`src/shared/ssop_pkg.sv`:
```
package ssop_pkg;

  // register map
  localparam logic [15:0] CFG_ADDR = 16'h2070;
  localparam logic [15:0] BEG_ADDR = 16'h2071;
  localparam logic [15:0] END_ADDR = 16'h2072;
  localparam logic [15:0] STAT_ADDR = 16'h2073;

  // reset values
  localparam logic [7:0] CFG_RST = 8'h00;
  localparam logic [7:0] ADDR_RST = 8'h00;

  // serial clock timing
  localparam int CLK_HZ = 100_000_000;
  localparam int SLOW_HZ = 5_000_000;
  localparam int FAST_HZ = 10_000_000;
  localparam logic [7:0] SLOW_HALF = 8'(CLK_HZ / (2 * SLOW_HZ));
  localparam logic [7:0] FAST_HALF = 8'(CLK_HZ / (2 * FAST_HZ));

  // data path
  localparam int WORD_BITS = 32;
  localparam int FIFO_DEPTH = 32;

  // frame pulse formats
  typedef enum logic [1:0] {
    FMT_BLOCK = 2'h0,
    FMT_8 = 2'h1,
    FMT_16 = 2'h2,
    FMT_32 = 2'h3
  } ssop_fmt_t;

  // configuration register layout, msb first
  typedef struct packed {
    logic port_enable;
    logic fast_clock_select;
    logic clock_gating_enable;
    ssop_fmt_t frame_format;
    logic frame_polarity;
    logic ready_output_enable;
    logic ready_polarity;
  } ssop_cfg_t;

  // status register layout, msb first
  typedef struct packed {
    logic [2:0] zero;
    logic enable_conflict;
    logic fetch_active;
    logic fifo_full;
    logic fifo_empty;
    logic block_busy;
  } ssop_stat_t;

  // one buffered word with its block-start marker
  typedef struct packed {
    logic first;
    logic [WORD_BITS-1:0] data;
  } ssop_word_t;

endpackage

```
`src/verilog/ssop_fifo.sv`:
```
`timescale 1ns/100ps
module ssop_fifo #(
  parameter int W = 33,
  parameter int DEPTH = 32
) (
  // clock and reset
  input wire logic clk_i,
  input wire logic rst_b_i,
  input wire logic flush_i,
  // filling side
  input wire logic in_valid_i,
  output logic in_ready_o,
  input wire logic [W-1:0] in_data_i,
  // draining side
  output logic out_valid_o,
  input wire logic out_ready_i,
  output logic [W-1:0] out_data_o
);
  localparam int PW = $clog2(DEPTH);
  localparam int CW = $clog2(DEPTH + 1);
  localparam logic [PW-1:0] LAST = PW'(DEPTH - 1);
  localparam logic [CW-1:0] FULLC = CW'(DEPTH);

  logic [W-1:0] mem_r [DEPTH];
  logic [PW-1:0] wp_r, wp_nxt, rp_r, rp_nxt;
  logic [CW-1:0] cnt_r, cnt_nxt;
  logic push, pop;

  assign in_ready_o = (cnt_r != FULLC);
  assign out_valid_o = (cnt_r != '0);
  assign out_data_o = mem_r[rp_r];
  assign push = in_valid_i & in_ready_o;
  assign pop = out_valid_o & out_ready_i;

  always_comb begin
    wp_nxt = wp_r;
    rp_nxt = rp_r;
    cnt_nxt = cnt_r;
    if (flush_i) begin
      wp_nxt = '0;
      rp_nxt = '0;
      cnt_nxt = '0;
    end else begin
      if (push) begin
        wp_nxt = (wp_r == LAST) ? '0 : wp_r + PW'(1);
      end
      if (pop) begin
        rp_nxt = (rp_r == LAST) ? '0 : rp_r + PW'(1);
      end
      if (push & ~pop) begin
        cnt_nxt = cnt_r + CW'(1);
      end else if (pop & ~push) begin
        cnt_nxt = cnt_r - CW'(1);
      end
    end
  end

  always_ff @(posedge clk_i or negedge rst_b_i) begin
    if (!rst_b_i) begin
      wp_r <= '0;
      rp_r <= '0;
      cnt_r <= '0;
    end else begin
      wp_r <= wp_nxt;
      rp_r <= rp_nxt;
      cnt_r <= cnt_nxt;
    end
  end

  // storage has no reset; only written slots are ever read
  always_ff @(posedge clk_i) begin
    if (push & ~flush_i) begin
      mem_r[wp_r] <= in_data_i;
    end
  end
endmodule // ssop_fifo

```
`src/verilog/ssop_sclk_gen.sv`:
```
`timescale 1ns/100ps
module ssop_sclk_gen #(
  parameter int CW = 8
) (
  // clock and reset
  input wire logic clk_i,
  input wire logic rst_b_i,
  // control
  input wire logic [CW-1:0] half_i,
  input wire logic hold_i,
  // serial clock and bit boundary
  output logic sclk_o,
  output logic tick_o
);
  logic [CW-1:0] cnt_r, cnt_nxt;
  logic sclk_r, sclk_nxt;

  assign sclk_o = sclk_r;

  // tick marks a falling edge, or every cycle while held low
  always_comb begin
    cnt_nxt = cnt_r + CW'(1);
    sclk_nxt = sclk_r;
    tick_o = 1'b0;
    if (hold_i) begin
      cnt_nxt = '0;
      sclk_nxt = 1'b0;
      tick_o = 1'b1;
    end else if (cnt_r >= half_i - CW'(1)) begin
      cnt_nxt = '0;
      sclk_nxt = ~sclk_r;
      tick_o = sclk_r;
    end
  end

  always_ff @(posedge clk_i or negedge rst_b_i) begin
    if (!rst_b_i) begin
      cnt_r <= '0;
      sclk_r <= 1'b0;
    end else begin
      cnt_r <= cnt_nxt;
      sclk_r <= sclk_nxt;
    end
  end
endmodule // ssop_sclk_gen

```
`src/verilog/ssop_top.sv`:
```
// Design decision made here: the address-and-strobe port.
`timescale 1ns/100ps
////////////////////////////////////////////////////////////////////////////////
// Notes on behaviour
// - enable turns pins three-five into serial outputs
// - pin six is ready only with both enables
// - serial pins ignore display segment settings
// - speed bit picks 5 or 10 MHz
// - gating holds clock low while idle
// - format picks block, 8, 16, 32 bit frames
// - frame polarity bit inverts frame pulse
// - ready polarity bit inverts ready output
// - send words start through end address
module ssop_top (
  // clock and reset
  input wire logic MCLK_I,
  input wire logic RST_B_I,
  // register port
  input wire logic [15:0] REG_ADDR_I,
  input wire logic [7:0] REG_WDATA_I,
  input wire logic REG_WR_I,
  input wire logic REG_RD_I,
  output logic [7:0] REG_RDATA_O,
  // compute engine side
  input wire logic CE_PASS_START_I,
  input wire logic DISPLAY_ENABLE_I,
  output logic [7:0] MEM_ADDR_O,
  output logic MEM_RD_O,
  input wire logic [31:0] MEM_DATA_I,
  // segment pins, index 0 is pin three
  input wire logic [3:0] SEG_LCD_I,
  output logic [3:0] SEG_PIN_O
);
  ////////////////////////////////////////////////////////////////////////////
  typedef enum {F_IDLE, F_READ, F_PUSH} ssop_fetch_t;
  typedef enum {S_IDLE, S_SHIFT} ssop_shift_t;

  localparam int WW = $bits(ssop_pkg::ssop_word_t);
  localparam int WB = ssop_pkg::WORD_BITS;
  localparam logic [4:0] LAST_BIT = 5'(WB - 1);

  ssop_pkg::ssop_cfg_t cfg_r, cfg_nxt;
  ssop_pkg::ssop_stat_t stat;
  logic [7:0] beg_r, beg_nxt, end_r, end_nxt;
  logic [7:0] rdata_r, rdata_nxt;

  ssop_fetch_t f_r, f_nxt;
  logic [7:0] addr_r, addr_nxt;
  logic first_r, first_nxt;
  logic push;
  ssop_pkg::ssop_word_t push_word, pop_word;
  logic [WW-1:0] pop_bits;
  logic in_ready, out_valid, pop;

  ssop_shift_t s_r, s_nxt;
  logic [WB-1:0] sh_r, sh_nxt;
  logic [4:0] idx_r, idx_nxt;
  logic wfirst_r, wfirst_nxt;
  logic dout_r, dout_nxt, frm_r, frm_nxt;
  logic sclk, tick, hold, busy, load;
  logic [7:0] half;
  logic [3:0] pin_r, pin_nxt;

  ////////////////////////////////////////////////////////////////////////////
  // register port
  assign REG_RDATA_O = rdata_r;
  assign stat.zero = 3'h0;
  assign stat.enable_conflict = cfg_r.port_enable & DISPLAY_ENABLE_I;
  assign stat.fetch_active = (f_r != F_IDLE);
  assign stat.fifo_full = ~in_ready;
  assign stat.fifo_empty = ~out_valid;
  assign stat.block_busy = busy;

  always_comb begin
    cfg_nxt = cfg_r;
    beg_nxt = beg_r;
    end_nxt = end_r;
    rdata_nxt = 8'h00;
    if (REG_WR_I) begin
      case (REG_ADDR_I)
        ssop_pkg::CFG_ADDR: cfg_nxt = ssop_pkg::ssop_cfg_t'(REG_WDATA_I);
        ssop_pkg::BEG_ADDR: beg_nxt = REG_WDATA_I;
        ssop_pkg::END_ADDR: end_nxt = REG_WDATA_I;
        default: ;
      endcase
    end
    // unmapped reads answer zero
    if (REG_RD_I) begin
      case (REG_ADDR_I)
        ssop_pkg::CFG_ADDR: rdata_nxt = cfg_r;
        ssop_pkg::BEG_ADDR: rdata_nxt = beg_r;
        ssop_pkg::END_ADDR: rdata_nxt = end_r;
        ssop_pkg::STAT_ADDR: rdata_nxt = stat;
        default: rdata_nxt = 8'h00;
      endcase
    end
  end

  always_ff @(posedge MCLK_I or negedge RST_B_I) begin
    if (!RST_B_I) begin
      cfg_r <= ssop_pkg::ssop_cfg_t'(ssop_pkg::CFG_RST);
      beg_r <= ssop_pkg::ADDR_RST;
      end_r <= ssop_pkg::ADDR_RST;
      rdata_r <= 8'h00;
    end else begin
      cfg_r <= cfg_nxt;
      beg_r <= beg_nxt;
      end_r <= end_nxt;
      rdata_r <= rdata_nxt;
    end
  end

  ////////////////////////////////////////////////////////////////////////////
  // word fetch from data memory into the buffer
  assign MEM_ADDR_O = addr_r;
  assign push_word.first = first_r;
  assign push_word.data = MEM_DATA_I;

  always_comb begin
    f_nxt = f_r;
    addr_nxt = addr_r;
    first_nxt = first_r;
    MEM_RD_O = 1'b0;
    push = 1'b0;
    case (f_r)
      // a pass start while busy is ignored; the block must fit a pass
      F_IDLE: begin
        if (cfg_r.port_enable & CE_PASS_START_I & ~busy) begin
          addr_nxt = beg_r;
          first_nxt = 1'b1;
          f_nxt = F_READ;
        end
      end
      // read only with room, so the push next cycle is never refused
      F_READ: begin
        if (!cfg_r.port_enable) begin
          f_nxt = F_IDLE;
        end else if (in_ready) begin
          MEM_RD_O = 1'b1;
          f_nxt = F_PUSH;
        end
      end
      F_PUSH: begin
        push = 1'b1;
        first_nxt = 1'b0;
        if (addr_r == end_r) begin
          f_nxt = F_IDLE;
        end else begin
          addr_nxt = addr_r + 8'h01;
          f_nxt = F_READ;
        end
      end
      default: f_nxt = F_IDLE;
    endcase
  end

  always_ff @(posedge MCLK_I or negedge RST_B_I) begin
    if (!RST_B_I) begin
      f_r <= F_IDLE;
      addr_r <= 8'h00;
      first_r <= 1'b0;
    end else begin
      f_r <= f_nxt;
      addr_r <= addr_nxt;
      first_r <= first_nxt;
    end
  end

  ssop_fifo #(
    .W(WW),
    .DEPTH(ssop_pkg::FIFO_DEPTH)
  ) u_fifo (
    .clk_i(MCLK_I),
    .rst_b_i(RST_B_I),
    .flush_i(~cfg_r.port_enable),
    .in_valid_i(push),
    .in_ready_o(in_ready),
    .in_data_i(push_word),
    .out_valid_o(out_valid),
    .out_ready_i(pop),
    .out_data_o(pop_bits)
  );
  assign pop_word = ssop_pkg::ssop_word_t'(pop_bits);

  ////////////////////////////////////////////////////////////////////////////
  // serial clock
  // speed select
  assign half = cfg_r.fast_clock_select ? ssop_pkg::FAST_HALF : ssop_pkg::SLOW_HALF;
  assign hold = cfg_r.clock_gating_enable & (s_r != S_SHIFT);

  ssop_sclk_gen #(
    .CW(8)
  ) u_sclk (
    .clk_i(MCLK_I),
    .rst_b_i(RST_B_I),
    .half_i(half),
    .hold_i(hold),
    .sclk_o(sclk),
    .tick_o(tick)
  );

  ////////////////////////////////////////////////////////////////////////////
  // shifter, msb first
  // frame position
  function automatic logic frame_hit(input logic [1:0] fmt, input logic [4:0] idx,
                                     input logic first);
    case (ssop_pkg::ssop_fmt_t'(fmt))
      ssop_pkg::FMT_BLOCK: frame_hit = first & (idx == 5'h00);
      ssop_pkg::FMT_8: frame_hit = (idx[2:0] == 3'h0);
      ssop_pkg::FMT_16: frame_hit = (idx[3:0] == 4'h0);
      ssop_pkg::FMT_32: frame_hit = (idx == 5'h00);
      default: frame_hit = 1'b0;
    endcase
  endfunction

  assign busy = (f_r != F_IDLE) | out_valid | (s_r == S_SHIFT);
  assign load = tick & ((s_r == S_IDLE) | (idx_r == LAST_BIT));
  assign pop = load & out_valid & cfg_r.port_enable;

  always_comb begin
    s_nxt = s_r;
    sh_nxt = sh_r;
    idx_nxt = idx_r;
    wfirst_nxt = wfirst_r;
    dout_nxt = dout_r;
    frm_nxt = frm_r;
    if (!cfg_r.port_enable) begin
      s_nxt = S_IDLE;
      dout_nxt = 1'b0;
      frm_nxt = 1'b0;
    end else if (pop) begin
      s_nxt = S_SHIFT;
      sh_nxt = {pop_word.data[WB-2:0], 1'b0};
      dout_nxt = pop_word.data[WB-1];
      idx_nxt = 5'h00;
      wfirst_nxt = pop_word.first;
      frm_nxt = frame_hit(cfg_r.frame_format, 5'h00, pop_word.first);
    end else if (load) begin
      s_nxt = S_IDLE;
      dout_nxt = 1'b0;
      frm_nxt = 1'b0;
    end else if (tick) begin
      sh_nxt = {sh_r[WB-2:0], 1'b0};
      dout_nxt = sh_r[WB-1];
      idx_nxt = idx_r + 5'h01;
      frm_nxt = frame_hit(cfg_r.frame_format, idx_r + 5'h01, wfirst_r);
    end
  end

  always_ff @(posedge MCLK_I or negedge RST_B_I) begin
    if (!RST_B_I) begin
      s_r <= S_IDLE;
      sh_r <= '0;
      idx_r <= 5'h00;
      wfirst_r <= 1'b0;
      dout_r <= 1'b0;
      frm_r <= 1'b0;
    end else begin
      s_r <= s_nxt;
      sh_r <= sh_nxt;
      idx_r <= idx_nxt;
      wfirst_r <= wfirst_nxt;
      dout_r <= dout_nxt;
      frm_r <= frm_nxt;
    end
  end

  ////////////////////////////////////////////////////////////////////////////
  // pin multiplexer, registered so every pin has the same delay
  assign SEG_PIN_O = pin_r;

  always_comb begin
    pin_nxt = SEG_LCD_I;
    // port takes pins regardless of segment settings
    if (cfg_r.port_enable) begin
      pin_nxt[0] = sclk;
      pin_nxt[1] = dout_r;
      pin_nxt[2] = frm_r ^ cfg_r.frame_polarity;
    end
    if (cfg_r.port_enable & cfg_r.ready_output_enable) begin
      pin_nxt[3] = busy ^ cfg_r.ready_polarity;
    end
  end

  always_ff @(posedge MCLK_I or negedge RST_B_I) begin
    if (!RST_B_I) begin
      pin_r <= 4'h0;
    end else begin
      pin_r <= pin_nxt;
    end
  end
endmodule // ssop_top

```
`config.mk`:
```
export PLATFORM = sky130hd
export DESIGN_NAME = ssop_top
export DESIGN_NICKNAME = d
export VERILOG_FILES = /design/src/shared/ssop_pkg.sv /design/src/verilog/ssop_fifo.sv /design/src/verilog/ssop_sclk_gen.sv /design/src/verilog/ssop_top.sv
export SDC_FILE = /design/constraint.sdc
export NUM_CORES = 1
export LEC_CHECK = 0
export BUFFER_PORTS_ARGS = -buffer_cell sky130_fd_sc_hd__buf_2
export CAP_MARGIN = 20
export CORE_MARGIN = 1
export CORE_UTILIZATION = 56
export DETAILED_ROUTE_END_ITERATION = 6
export MAX_ROUTING_LAYER = met4
export PLACE_DENSITY = 0.75
export SYNTH_ARGS = -nofsm -noshare
export SYNTH_HDL_FRONTEND = slang
export SYNTH_SLANG_ARGS = --single-unit
```
`constraint.sdc`:
```
create_clock -name MCLK_I -period 3.2 [get_ports MCLK_I]
set_input_delay 0 -clock MCLK_I [delete_from_list [all_inputs] [get_ports MCLK_I]]
set_output_delay 0 -clock MCLK_I [all_outputs]
set_load 0.02 [all_outputs]
```
# [After elaboration in Yosys (flattened, before gate mapping)]
# Memory sizes are Yosys's and may differ from the RTL's.
# Index checks and enable logic that the tools add are counted.
[op_classes] add_sub_neg=8 order_cmp=1 n_eq_ne=25 n_mux=55 bitwise=25 reduce_logical=20
[ops] op="$mux 32" n=9
[ops] op="$pmux 32 s3" n=1
[ops] op="$eq 16x14->1 const B" n=4
[ops] op="$eq 32x2->1 const B" n=2
[ops] op="$logic_not 32->1" n=2
[ops] op="$mux 5" n=9
[ops] op="$mux 8" n=5
[ops] op="$eq 32x1->1 const B" n=1
[ops] op="$ne 32x2->1 const B" n=1
[ops] op="$pmux 8 s4" n=1
[ops] op="$reduce_bool 32->1" n=1
[ops] op="$mux 1" n=21
[ops] op="$mux 6" n=3
[ops] op="$add 8x1->8 const B" n=2
[ops] op="$pmux 8 s2" n=1
[ops] op="$add 5x1->5 const B" n=3
[ops] op="$eq 5x5->1 const B" n=3
[ops] op="$and 1x1->1" n=14
[ops] op="$reduce_and 2->1" n=6
[ops] op="$eq 8x8->1" n=1
[ops] op="$ge 8x8->1" n=1
[ops] op="$add 6x1->6 const B" n=1
[ops] op="$ne 2x1->1 const B" n=3
[ops] op="$ne 3x1->1 const B" n=2
[ops] op="23 further kinds" n=37
[totals] ff_bits=174 ramBits=1056 input_bits=66 output_inout_bits=21 wordCells=160 mem_count=1
[mem_list] name="u_fifo.mem_r" depth=32 width=33 read_ports=1 rd_ports_with_merged_regs=0 write_ports=1 line_no="ssop_fifo.sv:24" source="logic [W-1:0] mem_r [DEPTH];"

# [Logic depth before layout (Yosys ltp)]
[logic_depth] word_depth=13 ltp_mapped=17

# [Modules after synthesis]
# Synthesis repeated with hierarchy kept, for this count alone.
[hier_totals] hier_cells=2145 area_unflattened_um2=46051.7
[by_module_without_submodules] mod="ssop_fifo" n_inst=1 cells_each=1671 area_each_um2=41233.3
[by_module_without_submodules] mod="ssop_top" n_inst=1 cells_each=396 area_each_um2=4073.9
[by_module_without_submodules] mod="ssop_sclk_gen" n_inst=1 cells_each=78 area_each_um2=744.5

# [Worst setup path after synthesis]
# OpenSTA, ideal clock, no wires.
[synth_path] kind="register to register" start="register idx_r[0]" end="register u_fifo.cnt_r[5]" setup_time_ns=0.079 t_arrival_ns=3.259 required_ns=3.121 slack_ns=-0.139 path_stages_with_launch=16 synth_period_minus_slack_ns=3.339 cell_sequence="dfrtp_1 ha_1 and3_1 ha_1 nor2_1 nor2_1 nand3_1 clkbuf_1 nand2_1 ha_1 a211oi_1 o21bai_1 a21oi_1 nor2_1 a22oi_1 mux2i_1"
[synth_via] elab_chain_len=10
[synth_lines] item="from (decl)" line_no="ssop_top.sv:57" source="logic [4:0] idx_r, idx_nxt;"
[synth_lines] item="from (signal assigned)" line_no="ssop_top.sv:261" source="idx_r <= idx_nxt;"
[synth_lines] item="$eq 5x5->1 (*)" line_no="ssop_top.sv:217" source="assign load = tick & ((s_r == S_IDLE) | (idx_r == LAST_BIT));"
[synth_lines] item="$or 1x1->1 (*)" line_no="ssop_top.sv:217"
[synth_lines] item="$and 1x1->1 (*)" line_no="ssop_top.sv:217"
[synth_lines] item="$and 1x1->1 (*) (2 in series)" line_no="ssop_top.sv:218" source="assign pop = load & out_valid & cfg_r.port_enable;"
[synth_lines] item="$and 1x1->1 (*)" line_no="ssop_fifo.sv:33" source="assign pop = out_valid_o & out_ready_i;"
[synth_lines] item="$not 1->1" line_no="ssop_fifo.sv:50" source="if (push & ~pop) begin"
[synth_lines] item="$and 1x1->1" line_no="ssop_fifo.sv:50"
[synth_lines] item="$mux 6" line_no="ssop_fifo.sv:50"
[synth_lines] item="$mux 6" line_no="ssop_fifo.sv:39" source="if (flush_i) begin"
[synth_lines] item="to (signal assigned)" line_no="ssop_fifo.sv:66" source="cnt_r <= cnt_nxt;"
[synth_lines] item="to (decl)" line_no="ssop_fifo.sv:26" source="logic [CW-1:0] cnt_r, cnt_nxt;"
# Every way passes the cells marked *; elsewhere a longest branch is shown, timed or not.
# A chain may end at the register's enable or synchronous reset.

# [Final worst setup path]
[layout_path] start="register u_fifo.cnt_r[0]" end="memory u_fifo.mem_r[24][24] (enable)"
[layout_via] elab_chain_len=5
[layout_lines] item="$ne 6x6->1" line_no="ssop_fifo.sv:29" source="assign in_ready_o = (cnt_r != FULLC);"
[layout_lines] item="$and 1x1->1" line_no="ssop_fifo.sv:32" source="assign push = in_valid_i & in_ready_o;"
[layout_lines] item="$and 1x1->1" line_no="ssop_fifo.sv:72" source="if (push & ~flush_i) begin"
[layout_lines] item="$mux 1" line_no="ssop_fifo.sv:72"
[layout_lines] item="$mux 1 (not written as such)" line_no="ssop_fifo.sv:73" source="mem_r[wp_r] <= in_data_i;"
[layout_lines] item="to (decl)" line_no="ssop_fifo.sv:24"
# No other way between the ends.

==> out/results.txt <==
TritonCTS clock tree = built
RSZ-0062 raised after global routing = no
first-pass GRT wire length = 164000 µm
Critical Path Sink Type = flop
Synth async-reset ratio = 9.59%
top cell type's share of synthesized area = 69.5%
Max stage delay on crit path = 0.88 ns
max cap viols = 0
worst slew pin tran = 1.14 ns
Clock Sinks = 1168
Synthesis Warnings = 0
Vias/cell = 6.65
Top-Level Pins = 87
vias post-DR = 23.3k
mapped cell area = 45700 µm²
htree depth = 3
most common cell after layout, fill and taps aside = edfxtp_1
Die ar. = 82700 µm²
Initial Util = 56.7%
CTS Root Cell = clkbuf_16
Hold WS = 0.0722 ns
crit-path cells = or4_4 -> nor3_2 -> nor2_1 -> and2_1 -> nand2_1 -> nor2_4 -> buf_4
DIE HEIGHT = 288 µm
post-CTS setup buffers = 0
Final Cycle Share = 97.2%
Post-Route Setup TNS = 0 ns
Remaining DRCs = 0
Buffers & Inverters on Critical Path = 1
Cell variety after synth = 62
Overflow after GRT = 0
Clock Latency Late Sink = 0.68 ns
worst relative slew slack = 23.8%
ANT nets after route = 0
FP Rows = 104
EDFF count, synth = 1056
Seq cells post-synth = 1168
hold violation total from the final report = 0
biggest area consumer among synthesized cells = edfxtp_1
Area Growth Syn to Fin = 15.8%
post-route cell area = 52900 µm²
worst path required time = 3.56 ns
initial antenna violation count = 1
syn_area_per_cell = 22.0 µm²
GRT Util Overall = 28.8%
CP arrival = 3.47 ns
vias in the first global route = 23.8k
Power Density = 567 nW/µm²
CTS clk-pin slew, worst paths = 0.06 ns
register area = 34500 µm²
GPL Wtd Cong = 0.869
most frequent cells in the layout = 1056 x edfxtp_1, 326 x mux4_2, 111 x clkbuf_16
post-layout util = 65.6%
First DRT Iteration DRCs = 2877
Tightest Hold Check Type = primary input to flop
fin. max-slew vios = 0
Final Routed Wirelength = 112000 µm
register area share after synthesis = 75.6%
clock buffer depth = 3
FMAX = 322 MHz
Worst Skew = 0.0325 ns
VDD IR-drop max = 0.538 mV
fin crit period = 3.11 ns
nets@finish = 2431
Pleak = 17.0 nW
Worst path top cell family by delay = simple AND/OR/NAND/NOR gates
Cell Area, Placed = 48500 µm²
number of fill cells in the layout = 4898
DP HPWL = 60500 µm
Critical Path Slowest Stage Cell = nor2_4
Area contributors post-synth = edfxtp_1 69%, mux4_2 16%, dfrtp_1 6.1%
total CTS buffers = 110
crit-path max FO = 18
Syn Inst Count = 2078
status = completed
width of the chip = 288 µm
Setup Viol. Count Final = 0
largest net degree at the start of global routing = 87
ys flop type = edfxtp_1
number of buffers added on ports = 86
critical setup path kind = flop to flop
TritonRoute pass-1 iters = 7
core box area = 80500 µm²
multi-input combinational cell area = 10800 µm²
Worst Setup Start Kind = flop
layout cell share with drive strength beyond 1 = 31.5%
WL per Instance = 32.1 µm
cells by family (layout without fill, tap and decap cells):
family | Yosys count | after routing | share of synthesized area, %
flip-flops | 1168 | 1168 | 75.6
multiplexers | 400 | 400 | 17.8
AND/OR/NAND/NOR | 226 | 226 | 2.37
AO/OA/AOI/OAI | 126 | 126 | 1.97
buffers and inverters | 119 | 479 | 1.37
adder cells (fa/ha/maj) | 20 | 20 | 0.565
XOR/XNOR | 18 | 18 | 0.345
other | 1 | 4 | 0.00821
final cells by class:
class / count / area share [%]
Antenna cell: 1 / 0.00473
Clock inverter: 55 / 0.961
Multi-Input combinational cell: 793 / 20.4
Clock buffer: 152 / 5.87
Timing Repair Buffer: 257 / 4.84
Tap cell: 1060 / 2.51
Inverter: 15 / 0.106
Sequential cell: 1168 / 65.3
metal layers:
layer / up-vias / routed length [µm] / track usage [%]
li1: 9253 / - / -
met1: 12400 / 40900 / 37.7
met2: 1388 / 58600 / 47.4
met3: 216 / 9620 / 4.08
met4: 0 / 3290 / 8.84
met5: - / 0 / -
sequential cells by signal, summed over array words and instances (netlist names), 2 cells and up:
register,count
end_r,8
MEM_ADDR_O,8
u_fifo.mem_r,1056
SEG_PIN_O,4
sh_r,31
u_fifo.cnt_r,6
u_fifo.rp_r,5
f_r,2
cfg_r,8
u_fifo.wp_r,5
u_sclk.cnt_r,8
REG_RDATA_O,8
beg_r,8
idx_r,5
cells in the mapped netlist (all sizes together), types with 2 or more instances:
cell type     n
nor2         91
a21o          2
ha           19
nor3b         3
buf          47
xnor2        14
nand3b        5
edfxtp     1056
a221o        30
inv          14
dfrtp       112
nor3          6
nor2b        10
and3          7
and2          3
mux2i        49
o21ai        27
o211ai        2
nand4         5
nor4          3
nand3        21
a22oi         3
clkbuf       57
a31oi         3
o21bai        2
o22ai         3
and4          3
a22o          3
or4           2
or3           2
nor4b         3
a221oi        4
a21oi        27
mux4        326
or2           2
xor2          4
mux2         25
a21boi        7
nand2b        7
nand2        53
a211oi        7
path summary, 6_finish.rpt:
path	slack, ns	depth (start not counted)	from	endpoint
min in group asynchronous	0.31	3	RST_B_I	u_sclk.cnt_r[6]
worst min-delay path	0.07	5	REG_ADDR_I[14]	end_r[0]
worst max register to register	0.09	7	u_fifo.cnt_r[0]	u_fifo.mem_r[24][24]
max in group asynchronous	1.86	5	RST_B_I	sh_r[13]
worst max-delay path	0.09	7	u_fifo.cnt_r[0]	u_fifo.mem_r[24][24]
worst min register to register	0.50	2	wfirst_r	wfirst_r
worst min-delay path, stage by stage:
cell	delay (ns)
buf_2	0.08
nor4b_1	0.05
nand4_1	0.18
nor3b_2	0.16
mux2_2	0.24
through the flow:
step           std cells  power (W)  worst slack, ns
6_report            3501     0.0300           0.0906
5_1_grt             3501     0.0307           0.0225
4_1_cts             3496     0.0301           0.0425
3_5_place_dp        3227     0.0173           0.0439
3_3_place_gp        3225     0.0173           0.0586
2_1_floorplan       2080     0.0170           0.0419
power breakdown:
group	total (W)	switching (W)	leakage (nW)	internal, W
Combinational	0.000406	0.000296	4.12	0.000110
Sequential	0.0166	0.00000803	11.1	0.0166
Clock	0.0129	0.00566	1.76	0.00729
Total	0.0300	0.00596	17.0	0.0240
repair_timing:
action	CTS	global route
setup endpoints to repair	0	1
endpoints found under the hold margin	1151	20
hold buffers	62	1
gates resized for setup	0	6
Power figures use the tool's default switching activity.
